`config.mk`:
```
export PLATFORM = sky130hd
export DESIGN_NAME = pixel_signature_diagnostics
export DESIGN_NICKNAME = d
export VERILOG_FILES = /design/src/inc/pixsig_pkg.sv /design/src/rtl/pixel_signature_diagnostics.sv
export SDC_FILE = /design/constraint.sdc
export NUM_CORES = 1
export LEC_CHECK = 0
export ABC_AREA = 1
export ABC_CLOCK_PERIOD_IN_PS = 4100
export BUFFER_PORTS_ARGS = -buffer_cell sky130_fd_sc_hd__buf_2
export CORE_MARGIN = 2
export CORE_UTILIZATION = 55
export CTS_BUF_LIST = sky130_fd_sc_hd__clkbuf_16
export DETAILED_ROUTE_END_ITERATION = 10
export PLACE_DENSITY = 0.89
export SYNTH_ARGS = -nofsm -noshare
export SYNTH_HDL_FRONTEND = slang
export SYNTH_SLANG_ARGS = --single-unit
```
`constraint.sdc`:
```
create_clock -name clk_i -period 4.1 [get_ports clk_i]
set_input_delay 0 -clock clk_i [delete_from_list [all_inputs] [get_ports clk_i]]
set_output_delay 0 -clock clk_i [all_outputs]
set_load 0.01 [all_outputs]
```
`src/inc/pixsig_pkg.sv`:
```
// Package for the pixel signature diagnostics block: offsets, fields and reset values.
`default_nettype none
package pixsig_pkg;
    // ************************************************************
    // Register offsets (byte addresses on the Wishbone slave).
    // ************************************************************
    localparam logic [7:0] OFS_PIXEL_MASK = 8'h00; // Nibble mask for the pixel input.
    localparam logic [7:0] OFS_MISC_CTRL1 = 8'h04; // Arm control, tristate and sense select.
    localparam logic [7:0] OFS_MISC_CTRL2 = 8'h08; // Interlace mode and parity pin select.
    localparam logic [7:0] OFS_SIG_STATUS = 8'h0c; // Completion flag and busy state.
    localparam logic [7:0] OFS_SIG_RED = 8'h10; // Red signature byte.
    localparam logic [7:0] OFS_SIG_GREEN = 8'h14; // Green signature byte.
    localparam logic [7:0] OFS_SIG_BLUE = 8'h18; // Blue signature byte.
    localparam logic [7:0] OFS_SENSE = 8'h1c; // Comparator latched and unlatched bits.
    localparam logic [7:0] OFS_IRQ_STATUS = 8'h20; // Sticky event bits, write one to clear.
    localparam logic [7:0] OFS_IRQ_MASK = 8'h24; // Interrupt enables.
    // ************************************************************
    // Field positions.
    // ************************************************************
    localparam int CTRL1_ARM_BIT = 0; // Signature arm control bit.
    localparam int CTRL1_TRI_BIT = 1; // Comparator output tristate bit.
    localparam int CTRL1_SEL_BIT = 2; // One selects latched comparator bits.
    localparam int CTRL2_INTL_BIT = 0; // Interlace mode bit.
    localparam int CTRL2_PSEL_BIT = 1; // One selects parity use of the shared pin.
    localparam int IRQ_DONE_BIT = 0; // Signature completion event.
    localparam int IRQ_START_BIT = 1; // Signature start event.
    localparam int IRQ_WIDTH = 2; // Number of event bits.
    // ************************************************************
    // Reset values and the feedback polynomial.
    // ************************************************************
    localparam logic [7:0] RST_PIXEL_MASK = 8'h00; // No nibble masked after reset.
    localparam logic [7:0] RST_CTRL = 8'h00; // Control bits clear after reset.
    localparam logic [23:0] SIG_POLY = 24'he10000; // Taps 24,23,22,17 give a maximal sequence.
    // Sequencer states of the signature logic.
    typedef enum logic [1:0] {
        SIG_IDLE = 2'b00,
        SIG_WAIT_ARM = 2'b01,
        SIG_ARMED = 2'b10,
        SIG_RUN = 2'b11
    } sig_state_e;
    // Video inputs travelling together from the graphics controller.
    typedef struct packed {
        logic blank_n; // Active-low blanking.
        logic parity; // Shared border or odd field pin.
        logic [31:0] pixel; // Raw pixel data.
    } video_in_s;
endpackage : pixsig_pkg
`default_nettype wire

```
`src/rtl/pixel_signature_diagnostics.sv`:
```
// Pixel signature diagnostics: pixel mask, 24-bit signature register and comparator sense.
`default_nettype none
module pixel_signature_diagnostics
    import pixsig_pkg::*;
#(
    parameter int PIXEL_WIDTH = 32 // Width of the incoming pixel port.
) (
    input wire logic clk_i, // Pixel clock.
    input wire logic rst_i, // Synchronous active-high reset.
    input wire logic [31:0] wb_adr_i, // Wishbone address.
    input wire logic [31:0] wb_dat_i, // Wishbone write data.
    output logic [31:0] wb_dat_o, // Wishbone read data.
    input wire logic [3:0] wb_sel_i, // Wishbone byte selects.
    input wire logic wb_we_i, // Wishbone write enable.
    input wire logic wb_cyc_i, // Wishbone cycle.
    input wire logic wb_stb_i, // Wishbone strobe.
    output logic wb_ack_o, // Wishbone acknowledge.
    input wire video_in_s video_i, // Pixel, blanking and parity pins.
    input wire logic [2:0] comparator_i, // Raw converter comparator results.
    output logic [23:0] converter_data_o, // Masked data toward the converters.
    output logic sense_n_o, // Active-low comparator output pin value.
    output logic sense_oe_o, // High while the sense pin is driven.
    output logic irq_o // Level interrupt.
);
    // ************************************************************
    // Elaboration checks.
    // ************************************************************
    if (PIXEL_WIDTH != 32) begin : g_bad_width
        $error("PIXEL_WIDTH must be 32");
    end

    // ************************************************************
    // Input synchronisers.
    // ************************************************************
    // Pins come from the controller's domain, so two stages precede any logic.
    video_in_s vid_meta; // First stage, read only by the second.
    video_in_s vid_sync; // Second stage, usable.
    logic [2:0] cmp_meta; // First comparator stage.
    logic [2:0] cmp_sync; // Second comparator stage.
    // Both stages clear on reset so blanking reads active.
    always_ff @(posedge clk_i) begin
        if (rst_i) begin
            vid_meta <= '0;
            vid_sync <= '0;
            cmp_meta <= 3'h0;
            cmp_sync <= 3'h0;
        end else begin
            vid_meta <= video_i;
            vid_sync <= vid_meta;
            cmp_meta <= comparator_i;
            cmp_sync <= cmp_meta;
        end
    end

    // ************************************************************
    // Software registers.
    // ************************************************************
    logic [7:0] pixel_mask; // One bit per nibble.
    logic signature_arm_ctrl; // Arm control.
    logic comparator_out_tristate; // Sense pin disable.
    logic sense_latched_sel; // Latched or unlatched for the pin.
    logic interlace_mode; // Interlace mode.
    logic parity_pin_select; // Shared pin used as field parity.
    logic [IRQ_WIDTH-1:0] irq_mask; // Interrupt enables.
    logic bus_req; // Request present.
    logic wr_stb; // One-cycle write strobe.
    assign bus_req = wb_cyc_i && wb_stb_i;
    assign wr_stb = bus_req && wb_we_i && !wb_ack_o && wb_sel_i[0];
    // Only lane 0 carries data; other lanes are ignored.
    always_ff @(posedge clk_i) begin
        if (rst_i) begin
            pixel_mask <= RST_PIXEL_MASK;
            signature_arm_ctrl <= RST_CTRL[0];
            comparator_out_tristate <= RST_CTRL[0];
            sense_latched_sel <= RST_CTRL[0];
            interlace_mode <= RST_CTRL[0];
            parity_pin_select <= RST_CTRL[0];
            irq_mask <= RST_CTRL[IRQ_WIDTH-1:0];
        end else if (wr_stb) begin
            case (wb_adr_i[7:0])
                OFS_PIXEL_MASK: begin
                    pixel_mask <= wb_dat_i[7:0];
                end
                OFS_MISC_CTRL1: begin
                    signature_arm_ctrl <= wb_dat_i[CTRL1_ARM_BIT];
                    comparator_out_tristate <= wb_dat_i[CTRL1_TRI_BIT];
                    sense_latched_sel <= wb_dat_i[CTRL1_SEL_BIT];
                end
                OFS_MISC_CTRL2: begin
                    interlace_mode <= wb_dat_i[CTRL2_INTL_BIT];
                    parity_pin_select <= wb_dat_i[CTRL2_PSEL_BIT];
                end
                OFS_IRQ_MASK: begin
                    irq_mask <= wb_dat_i[IRQ_WIDTH-1:0];
                end
                default: begin
                end
            endcase
        end
    end

    // ************************************************************
    // Pixel mask and data path.
    // ************************************************************
    logic [31:0] masked_pixel; // Pixel after nibble masking.
    for (genvar n = 0; n < 8; n++) begin : g_nibble
        assign masked_pixel[4*n+3:4*n] = pixel_mask[n] ? 4'h0 : vid_sync.pixel[4*n+3:4*n];
    end
    // Low 24 bits feed the converters; the top byte carries no colour here.
    logic [23:0] conv_data; // Data presented to the converters.
    // Registered so that the converter data output comes from flip-flops.
    always_ff @(posedge clk_i) begin
        if (rst_i) begin
            conv_data <= 24'h000000;
        end else begin
            conv_data <= vid_sync.blank_n ? masked_pixel[23:0] : 24'h000000;
        end
    end
    assign converter_data_o = conv_data;

    // ************************************************************
    // Blanking edges and field parity.
    // ************************************************************
    logic blank_n_q; // Previous blanking level.
    logic vblank_det; // Falling edge of blank_n: blanking detected.
    logic blank_rise; // Rising edge of blank_n: display starts.
    logic odd_field; // Effective odd field indication.
    logic intl_active; // Interlace honoured only with parity pin use.
    always_ff @(posedge clk_i) begin
        if (rst_i) begin
            blank_n_q <= 1'b0;
        end else begin
            blank_n_q <= vid_sync.blank_n;
        end
    end
    assign vblank_det = blank_n_q && !vid_sync.blank_n;
    assign blank_rise = !blank_n_q && vid_sync.blank_n;
    assign intl_active = interlace_mode && parity_pin_select;
    assign odd_field = vid_sync.parity;

    // ************************************************************
    // Signature sequencer.
    // ************************************************************
    // Blanking detection is simplified to each blank_n fall; a caller that blanks
    // horizontally should hold blank_n high across lines if only vertical edges matter.
    sig_state_e sig_state; // Sequencer state.
    logic arm_q; // Previous arm bit.
    logic arm_rise; // Zero-to-one change of the arm bit.
    logic even_seen; // Even field reached in interlace mode.
    logic signature_complete_flag; // Completion flag.
    logic sig_start; // One-cycle start event.
    logic sig_stop; // One-cycle stop event.
    assign arm_rise = signature_arm_ctrl && !arm_q;
    assign sig_start = (sig_state == SIG_ARMED) && blank_rise && (!intl_active || odd_field);
    assign sig_stop = (sig_state == SIG_RUN) && vblank_det && (!intl_active || even_seen);
    // The sequencer leaves idle only on a fresh rise of the arm bit, so completion sticks.
    always_ff @(posedge clk_i) begin
        if (rst_i) begin
            arm_q <= 1'b0;
            sig_state <= SIG_IDLE;
            even_seen <= 1'b0;
            signature_complete_flag <= 1'b0;
        end else begin
            arm_q <= signature_arm_ctrl;
            case (sig_state)
                SIG_IDLE: begin
                    if (arm_rise) begin
                        sig_state <= SIG_WAIT_ARM;
                    end
                end
                SIG_WAIT_ARM: begin
                    if (vblank_det) begin
                        sig_state <= SIG_ARMED;
                    end
                end
                SIG_ARMED: begin
                    if (sig_start) begin
                        sig_state <= SIG_RUN;
                        even_seen <= 1'b0;
                        signature_complete_flag <= 1'b0;
                    end
                end
                SIG_RUN: begin
                    if (sig_stop) begin
                        sig_state <= SIG_IDLE;
                        signature_complete_flag <= 1'b1;
                    end else if (blank_rise && !odd_field) begin
                        even_seen <= 1'b1;
                    end
                end
                default: begin
                    sig_state <= SIG_IDLE;
                end
            endcase
        end
    end

    // ************************************************************
    // Signature register.
    // ************************************************************
    logic [23:0] signature; // Blue, green, red bytes from high to low.
    logic [23:0] next_signature; // Next signature value.
    logic accumulating; // Shift enable during displayed pixels.
    assign accumulating = (sig_state == SIG_RUN) && blank_n_q && !sig_stop;
    always_comb begin
        next_signature = {signature[22:0], 1'b0} ^ (signature[23] ? SIG_POLY : 24'h000000) ^ conv_data;
    end
    // Every displayed converter value but the last one before the stop, border and cursor pixels alike, is folded in.
    always_ff @(posedge clk_i) begin
        if (rst_i) begin
            signature <= 24'h000000;
        end else if (sig_start) begin
            signature <= 24'h000000;
        end else if (accumulating) begin
            signature <= next_signature;
        end
    end

    // ************************************************************
    // Comparator sense.
    // ************************************************************
    logic [2:0] cmp_latched; // Copy captured while pixels are sampled.
    logic sense_and; // AND of the selected bits.
    always_ff @(posedge clk_i) begin
        if (rst_i) begin
            cmp_latched <= 3'h0;
        end else if (vid_sync.blank_n) begin
            cmp_latched <= cmp_sync;
        end
    end
    assign sense_and = sense_latched_sel ? &cmp_latched : &cmp_sync;
    assign sense_n_o = !sense_and;
    assign sense_oe_o = !comparator_out_tristate;

    // ************************************************************
    // Interrupts.
    // ************************************************************
    logic [IRQ_WIDTH-1:0] irq_status; // Sticky event bits.
    logic [IRQ_WIDTH-1:0] irq_set; // This cycle's events.
    logic [IRQ_WIDTH-1:0] irq_clr; // Write-one-to-clear bits.
    assign irq_set = {sig_start, sig_stop};
    assign irq_clr = (wr_stb && wb_adr_i[7:0] == OFS_IRQ_STATUS) ? wb_dat_i[IRQ_WIDTH-1:0] : '0;
    // Set wins over clear so an event in the clearing cycle survives.
    always_ff @(posedge clk_i) begin
        if (rst_i) begin
            irq_status <= '0;
        end else begin
            irq_status <= (irq_status & ~irq_clr) | irq_set;
        end
    end
    assign irq_o = |(irq_status & irq_mask);

    // ************************************************************
    // Bus read path.
    // ************************************************************
    logic [31:0] rd_data; // Combinational read mux.
    always_comb begin
        rd_data = 32'h00000000;
        case (wb_adr_i[7:0])
            OFS_PIXEL_MASK: rd_data[7:0] = pixel_mask;
            OFS_MISC_CTRL1: rd_data[2:0] = {sense_latched_sel, comparator_out_tristate, signature_arm_ctrl};
            OFS_MISC_CTRL2: rd_data[1:0] = {parity_pin_select, interlace_mode};
            OFS_SIG_STATUS: rd_data[1:0] = {sig_state != SIG_IDLE, signature_complete_flag};
            OFS_SIG_RED: rd_data[7:0] = signature[7:0];
            OFS_SIG_GREEN: rd_data[7:0] = signature[15:8];
            OFS_SIG_BLUE: rd_data[7:0] = signature[23:16];
            OFS_SENSE: rd_data[5:0] = {cmp_latched, cmp_sync};
            OFS_IRQ_STATUS: rd_data[IRQ_WIDTH-1:0] = irq_status;
            OFS_IRQ_MASK: rd_data[IRQ_WIDTH-1:0] = irq_mask;
            default: rd_data = 32'h00000000;
        endcase
    end
    // One wait state: ack one cycle after the request, dropped the next.
    always_ff @(posedge clk_i) begin
        if (rst_i) begin
            wb_ack_o <= 1'b0;
            wb_dat_o <= 32'h00000000;
        end else begin
            wb_ack_o <= bus_req && !wb_ack_o;
            wb_dat_o <= rd_data;
        end
    end

    // ************************************************************
    // Checks.
    // ************************************************************
    chk_done_sets: assert property (@(posedge clk_i) disable iff (rst_i)
        sig_stop |=> signature_complete_flag && sig_state == SIG_IDLE)
        else $error("completion flag not set after stop");
    chk_frozen_sig: assert property (@(posedge clk_i) disable iff (rst_i)
        (sig_state == SIG_IDLE) && $past(sig_state == SIG_IDLE) |-> $stable(signature))
        else $error("signature changed while idle");
    chk_start_clears: assert property (@(posedge clk_i) disable iff (rst_i)
        sig_start |=> signature == 24'h000000 && !signature_complete_flag)
        else $error("start did not clear signature");
    chk_arm_vblank: assert property (@(posedge clk_i) disable iff (rst_i)
        (sig_state == SIG_WAIT_ARM) && vblank_det |=> sig_state == SIG_ARMED)
        else $error("vblank did not arm");
    chk_odd_start: assert property (@(posedge clk_i) disable iff (rst_i)
        sig_start && intl_active |-> odd_field)
        else $error("interlace start on even field");
    chk_mask_zero: assert property (@(posedge clk_i) disable iff (rst_i)
        pixel_mask[0] && vid_sync.blank_n |=> conv_data[3:0] == 4'h0)
        else $error("masked nibble not zero");
    chk_sense_and: assert property (@(posedge clk_i) disable iff (rst_i)
        !sense_latched_sel && (cmp_sync == 3'h7) |-> !sense_n_o)
        else $error("sense pin wrong");
    chk_tristate_pin: assert property (@(posedge clk_i) disable iff (rst_i)
        comparator_out_tristate |-> !sense_oe_o)
        else $error("sense pin driven while disabled");
endmodule : pixel_signature_diagnostics
`default_nettype wire

```
==> results.tsv <==
stage	metric	value	unit
worst_setup_path	Critical R2R Capture	signature[22]$_SDFFE_PP0P_	
layout	Nets	937	
clock_tree	CTS tree	done	
synth	Seq/Total Area, Yosys	0.5118	
clock_tree	clock sinks	141	
sta	Slew headroom	0.5688	
routing	Starting DRT DRC Count	466	
clock_tree	Longest Clk Path Bufs	2	
clock_tree	Worst-Skew Late Latency	0.41	ns
worst_setup_path	crit-path max FO	30	
synth	Seq cells post-synth	141	
global_routing	vias in the first global route	4615	
worst_setup_path	R2R Path Start	sig_state[0]$_SDFFE_PP0P_	
power_and_ir_drop	Clock Power Share	0.473	
global_routing	global route total overflow	0	
floorplan	die width	104.1	um
sta	Hold Vio Cnt, Final	0	
clock_tree	Clock Pin Slew Worst Setup and Hold Paths	0.06	ns
routing	Routed WL per cell	13.99	um
sta	fin crit period	1.957	ns
clock_tree	root buf cell	clkbuf_16	
power_and_ir_drop	Pwr Density	472.9	nW/um2
global_routing	first-pass GRT wire length	21950	um
power_and_ir_drop	Sw Ratio	0.2390	
power_and_ir_drop	Psw	0.7793	mW
layout	most frequent cells in the layout	dfxtp_1, nor2_1, inv_1, buf_2, nand2_1	
synth	synth unique cells	34	
synth	EDFF count, synth	0	
worst_setup_path	Startpoint Class	flip-flop	
synth	Primary FF master, synth	dfxtp_1	
global_routing	largest net degree at the start of global routing	61	
clock_tree	number of gates resized after cts	0	
layout	antenna cells	0	
power_and_ir_drop	Internal Power	2.481	mW
global_routing	All-Layer GR Usage	0.2560	
worst_setup_path	flop2flop setup slack	2.14	ns
power_and_ir_drop	Reg power frac	0.442	
worst_setup_path	CP endpoint kind	flip-flop	
status	status	finished, final reports clean	
power_and_ir_drop	Peak VDD IR	0.0002323	V
sta	RSZ-0062 raised after global routing	no	
worst_setup_path	Setup CP Type	reg2reg	
power_and_ir_drop	Static Leak	3.302	nW
worst_setup_path	CP arrival	2.23	ns
clock_tree	Hold-fix buffers, CTS	41	
routing	DRC violations left	0	
clock_tree	total CTS buffers	17	
placed_design	hpwl dp	8198	um
synth	Mapped Area	5515	um2
sta	Final Max Tran Viols	0	
routing	Vias/cell	4.938	
worst_setup_path	crit path to	signature[22]$_SDFFE_PP0P_	
sta	Setup TNS	0	ns
sta	Final setup viols	0	
clock_tree	setup bufs post-CTS	0	
layout	fin util	0.7055	
run	max_cap viols	0	
layout	commonest non-fill, non-tap cell in the layout	dfxtp_1	
sta	period utilization	0.4772	
floorplan	initial core utilization	0.5643	
worst_setup_path	Worst Path Required	4.38	ns
sta	slew at the pin closest to its max-slew limit	0.6461	ns
sta	clock skew	0.009148	ns
layout	share of cells above drive strength 1	0.1737	
worst_setup_path	CP startpoint	sig_state[0]$_SDFFE_PP0P_	
min_path	worst min-delay path class	in2reg	
routing	drt pass-1 iters	5	
floorplan	Die Y	104.1	um
sta	fmax	511.1	MHz
power_and_ir_drop	combinational cell fraction of total power	0.085	
clock_tree	H-tree depth	4	
synth	fraction of registers with async set/reset	0	
floorplan	die area	10850	um2
global_routing	initial antenna violation count	0	
synth	Avg Cell Area, Syn	7.913	um2
floorplan	Ports	170	
layout	area grow syn2layout	25.02	%
floorplan	Core Rows	36	
worst_setup_path	reg2reg path depth	6	
routing	via count	4780	
floorplan	Core Area	9774	um2
placed_design	RePlAce Congestion	0.9051	
routing	DRT Wirelength	13550	um
placed_design	buffers added on ports	86	
synth	Ys Warns	0	
synth	Synth Instances	697	
routing	antenna-violating nets left	0	
-- critical path, stage by stage, from the launching register on --
cell	delay (ns)
dfxtp_1	0.37
ha_1	0.28
nand4_2	0.16
nand2_2	0.44
inv_2	0.29
o21ai_0	0.22
a21oi_1	0.06
-- flip-flops by register name (all words and copies together), names as in the netlist, 2 cells and up --
name and count:
vid_meta 26, vid_sync 25, converter_data_o 24, signature 24
pixel_mask 8, wb_dat_o 8, cmp_latched 3, cmp_meta 3
cmp_sync 3, irq_mask 2, irq_status 2, sig_state 2
-- area by class of cell --
| class | instances | area, um2 |
|---|---|---|
| fillers | 670 | 2879 |
| flip-flops and latches | 141 | 2823 |
| multi-input cells | 402 | 1964 |
| repair buffers | 128 | 848.3 |
| inverters | 133 | 499.2 |
| clock buffers | 17 | 425.4 |
| clock inverters | 14 | 168.9 |
| well taps | 133 | 166.4 |
-- stage by stage --
step	instance area, um2	std cells	power (mW)	hold WS (ns)	worst slack [ns]
6_report	6895	968	3.261	0.09714	2.143
5_1_grt	6895	968	3.362	0.1577	1.981
4_1_cts	6895	968	3.257	0.09023	2.215
3_5_place_dp	5891	896	1.704	0.2063	2.245
3_3_place_gp	5891	896	1.694	0.1996	2.262
2_1_floorplan	5602	720	1.656	0.1070	2.796
-- power by group through the flow --
stage	Clock (mW)	Sequential, mW	Combinational [mW]
3_3_place_gp	0	1.47	0.227
6_report	1.54	1.44	0.277
5_1_grt	1.60	1.45	0.314
2_1_floorplan	0	1.46	0.194
3_5_place_dp	0	1.47	0.236
4_1_cts	1.55	1.44	0.269
-- cells in the mapped netlist, types with 3 or more instances --
| cell | instances | area [um2] |
|---|---|---|
| a21oi_1 | 33 | 165.2 |
| buf_1 | 5 | 18.77 |
| buf_2 | 4 | 20.02 |
| buf_4 | 25 | 187.7 |
| buf_6 | 5 | 56.30 |
| clkbuf_1 | 3 | 11.26 |
| dfxtp_1 | 141 | 2823 |
| ha_1 | 4 | 50.05 |
| inv_1 | 125 | 469.2 |
| inv_2 | 7 | 26.28 |
| nand2_1 | 60 | 225.2 |
| nand2_2 | 6 | 37.54 |
| nand3_1 | 36 | 180.2 |
| nor2_1 | 136 | 510.5 |
| nor2_2 | 5 | 31.28 |
| nor2_4 | 7 | 78.83 |
| o21ai_0 | 49 | 245.2 |
| o21ai_1 | 3 | 15.01 |
| o22ai_1 | 3 | 18.77 |
| xnor2_1 | 5 | 43.79 |
| xor2_1 | 22 | 192.7 |
-- metal layers --
layer	global-route usage	routed length [um]	vias to the layer above
li1	-	-	2304
met2	0.4370	6562	299
met3	0.06767	1179	72
met1	0.2861	5055	2105
met4	0.1535	748	0
met5	0	0	-
-- how the worst min path moves through the flow --
stage / slack, ns / cells after the start / end / startpoint
3_3_place_gp: 0.20 / 3 / vid_meta[7]$_SDFF_PP0_ / video_i[7]
3_5_place_dp: 0.21 / 3 / cmp_meta[0]$_SDFF_PP0_ / comparator_i[0]
2_1_floorplan: 0.11 / 2 / cmp_meta[0]$_SDFF_PP0_ / comparator_i[0]
6_report: 0.1 / 5 / interlace_mode$_SDFFE_PP0P_ / wb_we_i
5_1_grt: 0.16 / 5 / signature_arm_ctrl$_SDFFE_PP0P_ / wb_we_i
4_1_cts: 0.09 / 5 / interlace_mode$_SDFFE_PP0P_ / wb_we_i
-- cell families after synthesis --
family / after synthesis / share of synthesized area
xor gates and xnor gates: 27 / 0.04288
DFF: 141 / 0.5118
other: 1 / 0.0006799
adders and majority gates: 4 / 0.009075
buffers and inverters: 177 / 0.1477
and+or+nand+nor: 255 / 0.2015
AOI/OAI and AO/OA: 92 / 0.08644
No activity file was read; power rests on OpenSTA's default activity.
